## config.mk

```make
export PLATFORM = sky130hd
export DESIGN_NAME = watchdog_timer_reset_flags
export DESIGN_NICKNAME = d
export VERILOG_FILES = /design/src/logic/watchdog_timer_reset_flags.v
export VERILOG_INCLUDE_DIRS = /design/src /design/src/logic
export SDC_FILE = /design/constraint.sdc
export NUM_CORES = 1
export LEC_CHECK = 0
export ABC_AREA = 0
export BUFFER_PORTS_ARGS = -buffer_cell sky130_fd_sc_hd__buf_4
export CAP_MARGIN = 20
export CORE_ASPECT_RATIO = 0.6
export CORE_UTILIZATION = 55
export CTS_CLUSTER_SIZE = 24
export DETAILED_ROUTE_END_ITERATION = 12
export GPL_TIMING_DRIVEN = 0
export PLACE_DENSITY_LB_ADDON = 0.05
export SYNTH_ARGS = -nofsm -noshare
export SYNTH_HDL_FRONTEND = slang
export SYNTH_SLANG_ARGS = --single-unit
```

## constraint.sdc

```tcl
create_clock -name clk_i -period 3.9 [get_ports clk_i]
set_input_delay 0.78 -clock clk_i [delete_from_list [all_inputs] [get_ports clk_i]]
set_output_delay 0.78 -clock clk_i [all_outputs]
set_load 0.01 [all_outputs]
```

## src/logic/wdt_regs.vh

```
// Purpose: Register offsets, field positions and timing counts
// Assumes: Wishbone byte addresses, 8-bit registers in the low lanes
// Notes: Definitions only
`ifndef WDT_REGS_VH
`define WDT_REGS_VH
`define ADR_CTRL 8'h60
`define ADR_CAUSE 8'h64
`define ADR_IRQ_STAT 8'h68
`define ADR_IRQ_MASK 8'h6C
`define CTRL_IF 7
`define CTRL_IE 6
`define CTRL_P3 5
`define CTRL_CE 4
`define CTRL_RE 3
`define CAUSE_WATCHDOG_RESET_FLAG 3
`define CAUSE_EXT 1
`define CAUSE_POR 0
`define IRQ_TIMEOUT 0
`define IRQ_WDRESET 1
`define CE_HOLD_CYCLES 3'h4
`define PRESC_MAX 4'h9
`define BASE_SHIFT 11
`define OSC_HZ 128000
`define CLK_HZ 100000000
`endif

```

## src/logic/watchdog_timer_reset_flags.v

```verilog
// Purpose: Watchdog timer with timed change protection and reset-cause flags
// Assumes: Single 100 MHz clock; oscillator tick is a one-cycle enable pulse
// Notes: Registers reached over classic Wishbone
`timescale 1ns/100ps
`default_nettype none
`include "wdt_regs.vh"
// How it works
// - Pin reset sets pin flag; power-on or software zero write clears it.
// - Power-on sets power flag; only a software zero write clears it.
// - Time-out in interrupt operation sets the watchdog interrupt flag.
// - Vector taken or writing one clears the flag; zero does nothing.
// - Interrupt requested only when flag, enable and global enable are set.
// - Vector taken in combined mode clears enable and flag.
// - Combined mode: unserviced flag at next time-out gives system reset.
// - Fuse off: enables 00 stop, 01 interrupt, 10 reset, 11 both.
// - Fuse programmed (0) forces reset mode regardless of enable bits.
// - Clearing reset-enable or prescale change only while change-enable set.
// - Change-enable clears itself four clock cycles after being written one.
// - Reset-enable reads set and stays set while watchdog reset flag set.
// - Code 0000 gives 2048 oscillator cycles, doubling to 1048576 at 1001.
// - Watchdog reset sets its flag; power-on or software zero clears it.
// - Counter advances on the 128 kHz oscillator tick only.
// - Restart instruction clears the counter.
module watchdog_timer_reset_flags (
  input wire clk_i,
  input wire rst_i,
  input wire por_i,
  input wire pin_reset_i,
  input wire osc_tick_i,
  input wire wdr_i,
  input wire vector_taken_i,
  input wire global_ie_i,
  input wire wd_always_on_fuse_i,
  input wire cyc_i,
  input wire stb_i,
  input wire we_i,
  input wire [7:0] adr_i,
  input wire [3:0] sel_i,
  input wire [31:0] dat_i,
  output reg [31:0] dat_o,
  output reg ack_o,
  output wire wd_irq_req_o,
  output reg sys_reset_o,
  output wire irq_o
);
  reg wd_interrupt_flag_r;
  reg wd_interrupt_enable_r;
  reg reset_enable_r;
  reg change_enable_r;
  reg [3:0] wd_prescale_code_r;
  reg [2:0] ce_cnt_r;
  reg power_on_flag_r;
  reg pin_reset_flag_r;
  reg watchdog_reset_flag_r;
  reg [1:0] irq_stat_r;
  reg [1:0] irq_mask_r;
  reg [20:0] count_r;
  // Bus decode
  wire [20:0] limit;
  wire wr;
  wire rd;
  wire wr_ctrl;
  wire wr_cause;
  wire wr_stat;
  wire wr_mask;
  // Event terms
  wire vec_combined;
  wire [1:0] stat_set;
  wire [1:0] stat_clr;
  wire timeout;
  wire fuse_prog;
  wire re_eff;
  wire ie_eff;
  wire int_mode;
  wire fire_reset;
  wire [3:0] new_code;
  wire [7:0] ctrl_rd;
  wire [7:0] cause_rd;
  reg [31:0] rd_nxt;

  // Time-out length in oscillator cycles
  function [20:0] timeout_len;
    input [3:0] code;
    reg [3:0] c;
    begin
      c = (code > `PRESC_MAX) ? `PRESC_MAX : code;
      timeout_len = 21'h000001 << (c + `BASE_SHIFT);
    end
  endfunction

  // Register address match
  function adr_hit;
    input [7:0] adr;
    input [7:0] reg_adr;
    begin
      adr_hit = (adr == reg_adr);
    end
  endfunction

  assign wr = cyc_i && stb_i && we_i && !ack_o && sel_i[0];
  assign rd = cyc_i && stb_i && !ack_o;
  assign wr_ctrl = wr && adr_hit(adr_i, `ADR_CTRL);
  assign wr_cause = wr && adr_hit(adr_i, `ADR_CAUSE);
  assign wr_stat = wr && adr_hit(adr_i, `ADR_IRQ_STAT);
  assign wr_mask = wr && adr_hit(adr_i, `ADR_IRQ_MASK);
  assign fuse_prog = !wd_always_on_fuse_i;
  assign re_eff = fuse_prog || reset_enable_r || watchdog_reset_flag_r;
  assign ie_eff = !fuse_prog && wd_interrupt_enable_r;
  assign int_mode = ie_eff;
  assign limit = timeout_len(wd_prescale_code_r);
  assign timeout = osc_tick_i && (count_r == limit - 21'h000001);
  // Reset when reset-only, or combined with flag still pending
  assign fire_reset = timeout && re_eff && (!ie_eff || wd_interrupt_flag_r);
  assign wd_irq_req_o = wd_interrupt_flag_r && wd_interrupt_enable_r && global_ie_i;
  assign irq_o = |(irq_stat_r & irq_mask_r);
  assign new_code = {dat_i[`CTRL_P3], dat_i[2:0]};
  assign ctrl_rd = {wd_interrupt_flag_r, ie_eff, wd_prescale_code_r[3], change_enable_r,
                    re_eff, wd_prescale_code_r[2:0]};
  assign cause_rd = {4'h0, watchdog_reset_flag_r, 1'b0, pin_reset_flag_r, power_on_flag_r};
  // Vector taken while in combined mode
  assign vec_combined = vector_taken_i && re_eff && ie_eff;
  // Status events and write-one clears
  assign stat_set = {sys_reset_o, timeout && int_mode};
  assign stat_clr = wr_stat ? dat_i[1:0] : 2'h0;

  // Counter on oscillator ticks
  always @(posedge clk_i) begin
    if (rst_i || wdr_i || !(re_eff || ie_eff)) begin
      count_r <= 21'h000000;
    end else if (timeout) begin
      count_r <= 21'h000000;
    end else if (osc_tick_i) begin
      count_r <= count_r + 21'h000001;
    end
  end

  // Reset request pulse, one cycle after the time-out tick
  always @(posedge clk_i) begin
    if (rst_i) begin
      sys_reset_o <= 1'b0;
    end else begin
      sys_reset_o <= fire_reset;
    end
  end

  // Change-enable window and its cycle count
  always @(posedge clk_i) begin
    if (rst_i) begin
      change_enable_r <= 1'b0;
      ce_cnt_r <= 3'h0;
    end else if (wr_ctrl && dat_i[`CTRL_CE]) begin
      change_enable_r <= 1'b1;
      ce_cnt_r <= 3'h0;
    end else if (change_enable_r) begin
      if (ce_cnt_r == `CE_HOLD_CYCLES - 3'h1) begin
        change_enable_r <= 1'b0;
      end
      ce_cnt_r <= ce_cnt_r + 3'h1;
    end
  end

  // Interrupt enable, dropped by the vector in combined mode
  always @(posedge clk_i) begin
    if (rst_i) begin
      wd_interrupt_enable_r <= 1'b0;
    end else if (vec_combined) begin
      wd_interrupt_enable_r <= 1'b0;
    end else if (wr_ctrl) begin
      wd_interrupt_enable_r <= dat_i[`CTRL_IE];
    end
  end

  // Reset enable, set freely, cleared only inside the window
  always @(posedge clk_i) begin
    if (rst_i) begin
      reset_enable_r <= 1'b0;
    end else if (wr_ctrl) begin
      if (dat_i[`CTRL_RE]) begin
        reset_enable_r <= 1'b1;
      end else if (change_enable_r && !watchdog_reset_flag_r) begin
        reset_enable_r <= 1'b0;
      end
    end
  end

  // Prescale code, changed only inside the window
  always @(posedge clk_i) begin
    if (rst_i) begin
      wd_prescale_code_r <= 4'h0;
    end else if (wr_ctrl && change_enable_r) begin
      wd_prescale_code_r <= new_code;
    end
  end

  // Interrupt flag, set beats clear
  always @(posedge clk_i) begin
    if (rst_i) begin
      wd_interrupt_flag_r <= 1'b0;
    end else if (timeout && int_mode) begin
      wd_interrupt_flag_r <= 1'b1;
    end else if (vector_taken_i || (wr_ctrl && dat_i[`CTRL_IF])) begin
      wd_interrupt_flag_r <= 1'b0;
    end
  end

  // Power-on flag, kept through system reset
  always @(posedge clk_i) begin
    if (por_i) begin
      power_on_flag_r <= 1'b1;
    end else if (wr_cause && !dat_i[`CAUSE_POR]) begin
      power_on_flag_r <= 1'b0;
    end
  end

  // Pin reset flag
  always @(posedge clk_i) begin
    if (por_i) begin
      pin_reset_flag_r <= 1'b0;
    end else if (pin_reset_i) begin
      pin_reset_flag_r <= 1'b1;
    end else if (wr_cause && !dat_i[`CAUSE_EXT]) begin
      pin_reset_flag_r <= 1'b0;
    end
  end

  // Watchdog reset flag
  always @(posedge clk_i) begin
    if (por_i) begin
      watchdog_reset_flag_r <= 1'b0;
    end else if (sys_reset_o) begin
      watchdog_reset_flag_r <= 1'b1;
    end else if (wr_cause && !dat_i[`CAUSE_WATCHDOG_RESET_FLAG]) begin
      watchdog_reset_flag_r <= 1'b0;
    end
  end

  // Sticky status, set beats write-one clear
  always @(posedge clk_i) begin
    if (rst_i) begin
      irq_stat_r <= 2'h0;
    end else begin
      irq_stat_r <= (irq_stat_r & ~stat_clr) | stat_set;
    end
  end

  // Interrupt mask
  always @(posedge clk_i) begin
    if (rst_i) begin
      irq_mask_r <= 2'h0;
    end else if (wr_mask) begin
      irq_mask_r <= dat_i[1:0];
    end
  end

  // Read mux
  always @* begin
    case (adr_i)
      `ADR_CTRL: rd_nxt = {24'h000000, ctrl_rd};
      `ADR_CAUSE: rd_nxt = {24'h000000, cause_rd};
      `ADR_IRQ_STAT: rd_nxt = {30'h00000000, irq_stat_r};
      `ADR_IRQ_MASK: rd_nxt = {30'h00000000, irq_mask_r};
      default: rd_nxt = 32'h00000000;
    endcase
  end

  // Single-cycle acknowledge
  always @(posedge clk_i) begin
    if (rst_i) begin
      ack_o <= 1'b0;
    end else begin
      ack_o <= rd;
    end
  end

  // Read data register
  always @(posedge clk_i) begin
    if (rst_i) begin
      dat_o <= 32'h00000000;
    end else if (rd) begin
      dat_o <= rd_nxt;
    end
  end
endmodule // watchdog_timer_reset_flags
`default_nettype wire

```

==> impl_metrics.json <==
{
  "ys_ff_latch": 49,
  "placementRows": 20,
  "worst_slew_pin_slew_ns": 0.5527,
  "hpwl_um": 5455,
  "cts_hold_buf": 0,
  "dieWidth_um": 96.13,
  "routabilityCongestion": 0.8444,
  "drt-initial-drc-count": 202,
  "antenna_cells": 0,
  "cp-start-kind": "input pin",
  "post-place-cells": 462,
  "postSynthAreaPerCell_um2": 8.703,
  "critical_path_class": "in -> reg",
  "dr.pass1.iters": 4,
  "timing.final.max_slew_violations": 0,
  "slew-limit-headroom_pct": 63.15,
  "grt_max_degree": 15,
  "fp.dieArea_um2": 5622,
  "finalHoldViolCount": 0,
  "fin_area_um2": 3471,
  "r2r_cells": 6,
  "synth-main-ff-cell": "dfxtp_1",
  "stdcell_count": 469,
  "track_usage_pct": 26.64,
  "yosys_warnings": 0,
  "finalWorstSetupSlack_ns": 1.772,
  "num-fill-cells": 462,
  "grt_pass1_wl_um": 11280,
  "rsz0062_at_grt": "false",
  "dr_wl_met3_um": 559,
  "overflow": 0,
  "drive_gt1_share_pct": 23.57,
  "setup_tns_ns": 0,
  "synth_area_um2": 2924,
  "clockBufferDepth": 2,
  "multi_input_area_um2": 1657,
  "nets": 463,
  "core_area_um2": 5080,
  "wl_met1_um": 3693,
  "clkSinkCount": 49,
  "outcome": "finished, final reports clean",
  "post_cts_buffers": 0,
  "wl_per_cell_um": 14.87,
  "hp-class": "reg -> reg",
  "cap_violations": 0,
  "ant_nets": 0,
  "drt-total-wl_um": 6973,
  "first_global_vias": 2190,
  "num_vias": 2578,
  "fmax_mhz": 470.0,
  "die-height_um": 58.48,
  "top_layer": "met4",
  "power_density_nw_per_um2": 274.4,
  "port_buffers": 36,
  "setup_viol": 0,
  "period_needed_ns": 2.128,
  "vdd.ir_drop.worst_mv": 0.1586,
  "clock_skew_ns": 0.003014,
  "ioPinCount": 92,
  "finalCritPeriodShare_pct": 54.55,
  "synth_edf_count": 0,
  "cp.required_ns": 4.08,
  "synth_cell_types": 60,
  "synth_cells": 336,
  "cts_tree": "yes",
  "whs_path_depth": 2,
  "cts_buffers": 5,
  "p_leak_nw": 1.365,
  "antenna_found_initial": 0,
  "dp_slack_ns": 1.467,
  "drc": 0,
  "yosysSeqAreaShare_pct": 33.55,
  "clk_latency_ns": 0.31,
  "htree_num_levels": 2,
  "met2RoutedLength_um": 2687,
  "cts_resized": 0,
  "seq_area_um2": 980.9,
  "cts-root-buf": "clkbuf_8",
  "cp-end-kind": "register",
  "start_util_pct": 57.56,
  "area_growth_pct": 18.70,
  "via_per_inst": 5.497,
  "post_dp_cell_area_um2": 3367,
  "cp.arrival_ns": 2.30,
  "async_flop_share_pct": 0,
  "crit_fanout": 9,
  "clk_pin_slew_ns": 0.08
}
cells in the final DEF (no fill, tap or decap), drive strengths merged, types with 9 or more instances in the layout:
master  Yosys  final
conb        2     26
nand2      16     16
dfxtp      49     49
xnor2      17     17
nand3      12     12
buf        40     76
o21ai       9      9
clkbuf      7     12
a211oi     23     23
nor2       28     28
nor3       10     10
inv        12     12
a21oi      15     15
flip-flops by register name, indices dropped and copies added (netlist names):
signal and flops:
reset_enable_r 1, wd_prescale_code_r 4, ce_cnt_r 3, change_enable_r 1, wd_interrupt_flag_r 1, sys_reset_o 1, irq_stat_r 2, wd_interrupt_enable_r 1
pin_reset_flag_r 1, irq_mask_r 2, power_on_flag_r 1, dat_o 8, watchdog_reset_flag_r 1, ack_o 1, count_r 21
synth_stat cells, types with 2 or more instances:
cell	instances	area (um2)
ha_1	4	50.05
xor2_1	6	52.55
buf_4	25	187.7
nor2_1	28	105.1
a22oi_1	5	37.54
a211oi_2	3	37.54
conb_1	2	7.510
and4_1	3	26.28
a22o_1	2	17.52
o21ai_0	8	40.04
nand4bb_1	2	22.52
mux2i_1	7	70.07
and3_1	3	18.77
o31ai_1	2	15.01
nand4b_1	2	17.52
a21boi_0	2	15.01
nand2_1	16	60.06
o22ai_1	2	12.51
xnor2_1	17	148.9
nor2b_1	5	31.28
inv_1	12	45.04
a21oi_1	15	75.07
a311oi_1	2	17.52
dfxtp_1	49	980.9
or3_1	2	12.51
nand4_1	7	43.79
clkbuf_1	7	26.28
mux4_2	2	45.04
or2_2	2	12.51
nand2b_1	5	31.28
nand3b_1	5	37.54
buf_2	7	35.03
a21o_1	2	15.01
nor3_1	10	50.05
nand3_1	12	60.06
nor4_1	3	18.77
buf_6	7	78.83
a211oi_1	20	150.1
or2_1	2	12.51
metrics by stage:
stage	total power (W)	util, %	hold WS [ns]
floorplan	0.0005758	-	0.4408
global placement	0.0006055	66.28	0.4428
detailed placement	0.0006058	66.28	0.4489
CTS	0.0009568	68.33	0.4620
global route	0.0009887	68.33	0.4820
finish	0.0009524	68.33	0.4620
worst paths after layout:
| kind | from | end | slack (ns) |
|---|---|---|---|
| max | adr_i[7] | ce_cnt_r[2]$_SDFFE_PP0P_ | 1.77 |
| min | dat_o[7]$_SDFFE_PP0P_ | dat_o[7]$_SDFFE_PP0P_ | 0.46 |
| max reg2reg | count_r[3]$_SDFFE_PP0P_ | count_r[10]$_SDFFE_PP0P_ | 1.92 |
| min reg2reg | dat_o[7]$_SDFFE_PP0P_ | dat_o[7]$_SDFFE_PP0P_ | 0.46 |
logic make-up after synthesis:
kind of cell / after synthesis / share of synthesized area (%)
compound gates: 71 / 17.16
xor+xnor: 23 / 6.889
fa+ha+maj: 4 / 1.712
buf+inv: 59 / 12.88
flops: 49 / 33.55
mux: 9 / 3.937
other cells: 2 / 0.2568
simple gates: 119 / 23.62
power by group:
group / internal, W / switching (W) / total (W)
clock: 0.000187 / 0.000169 / 0.000356
sequential: 0.000501 / 0.00000114 / 0.000502
combinational: 0.0000463 / 0.0000480 / 0.0000943
metal layers:
metal,track usage [%],vias to the layer above
li1,-,1287
met1,43.04,1187
met2,35.76,99
met3,5.297,5
met4,5.117,0
met5,0,-
critical path: stages:
cell	delay, ns
buf_4	0.10
nand4bb_1	0.29
nor4_4	0.50
and2_0	0.18
buf_2	0.17
a21o_1	0.20
a211oi_1	0.07
cell type report:
class,count,area share (%)
multi-input combinational,252,47.73
sequential,49,28.26
buffer,47,9.553
timing repair buffer,36,7.787
tap,66,2.379
clock buffer,5,1.983
inverter,12,1.298
clock inverter,2,1.009
No activity file was read; power rests on OpenSTA's default activity.
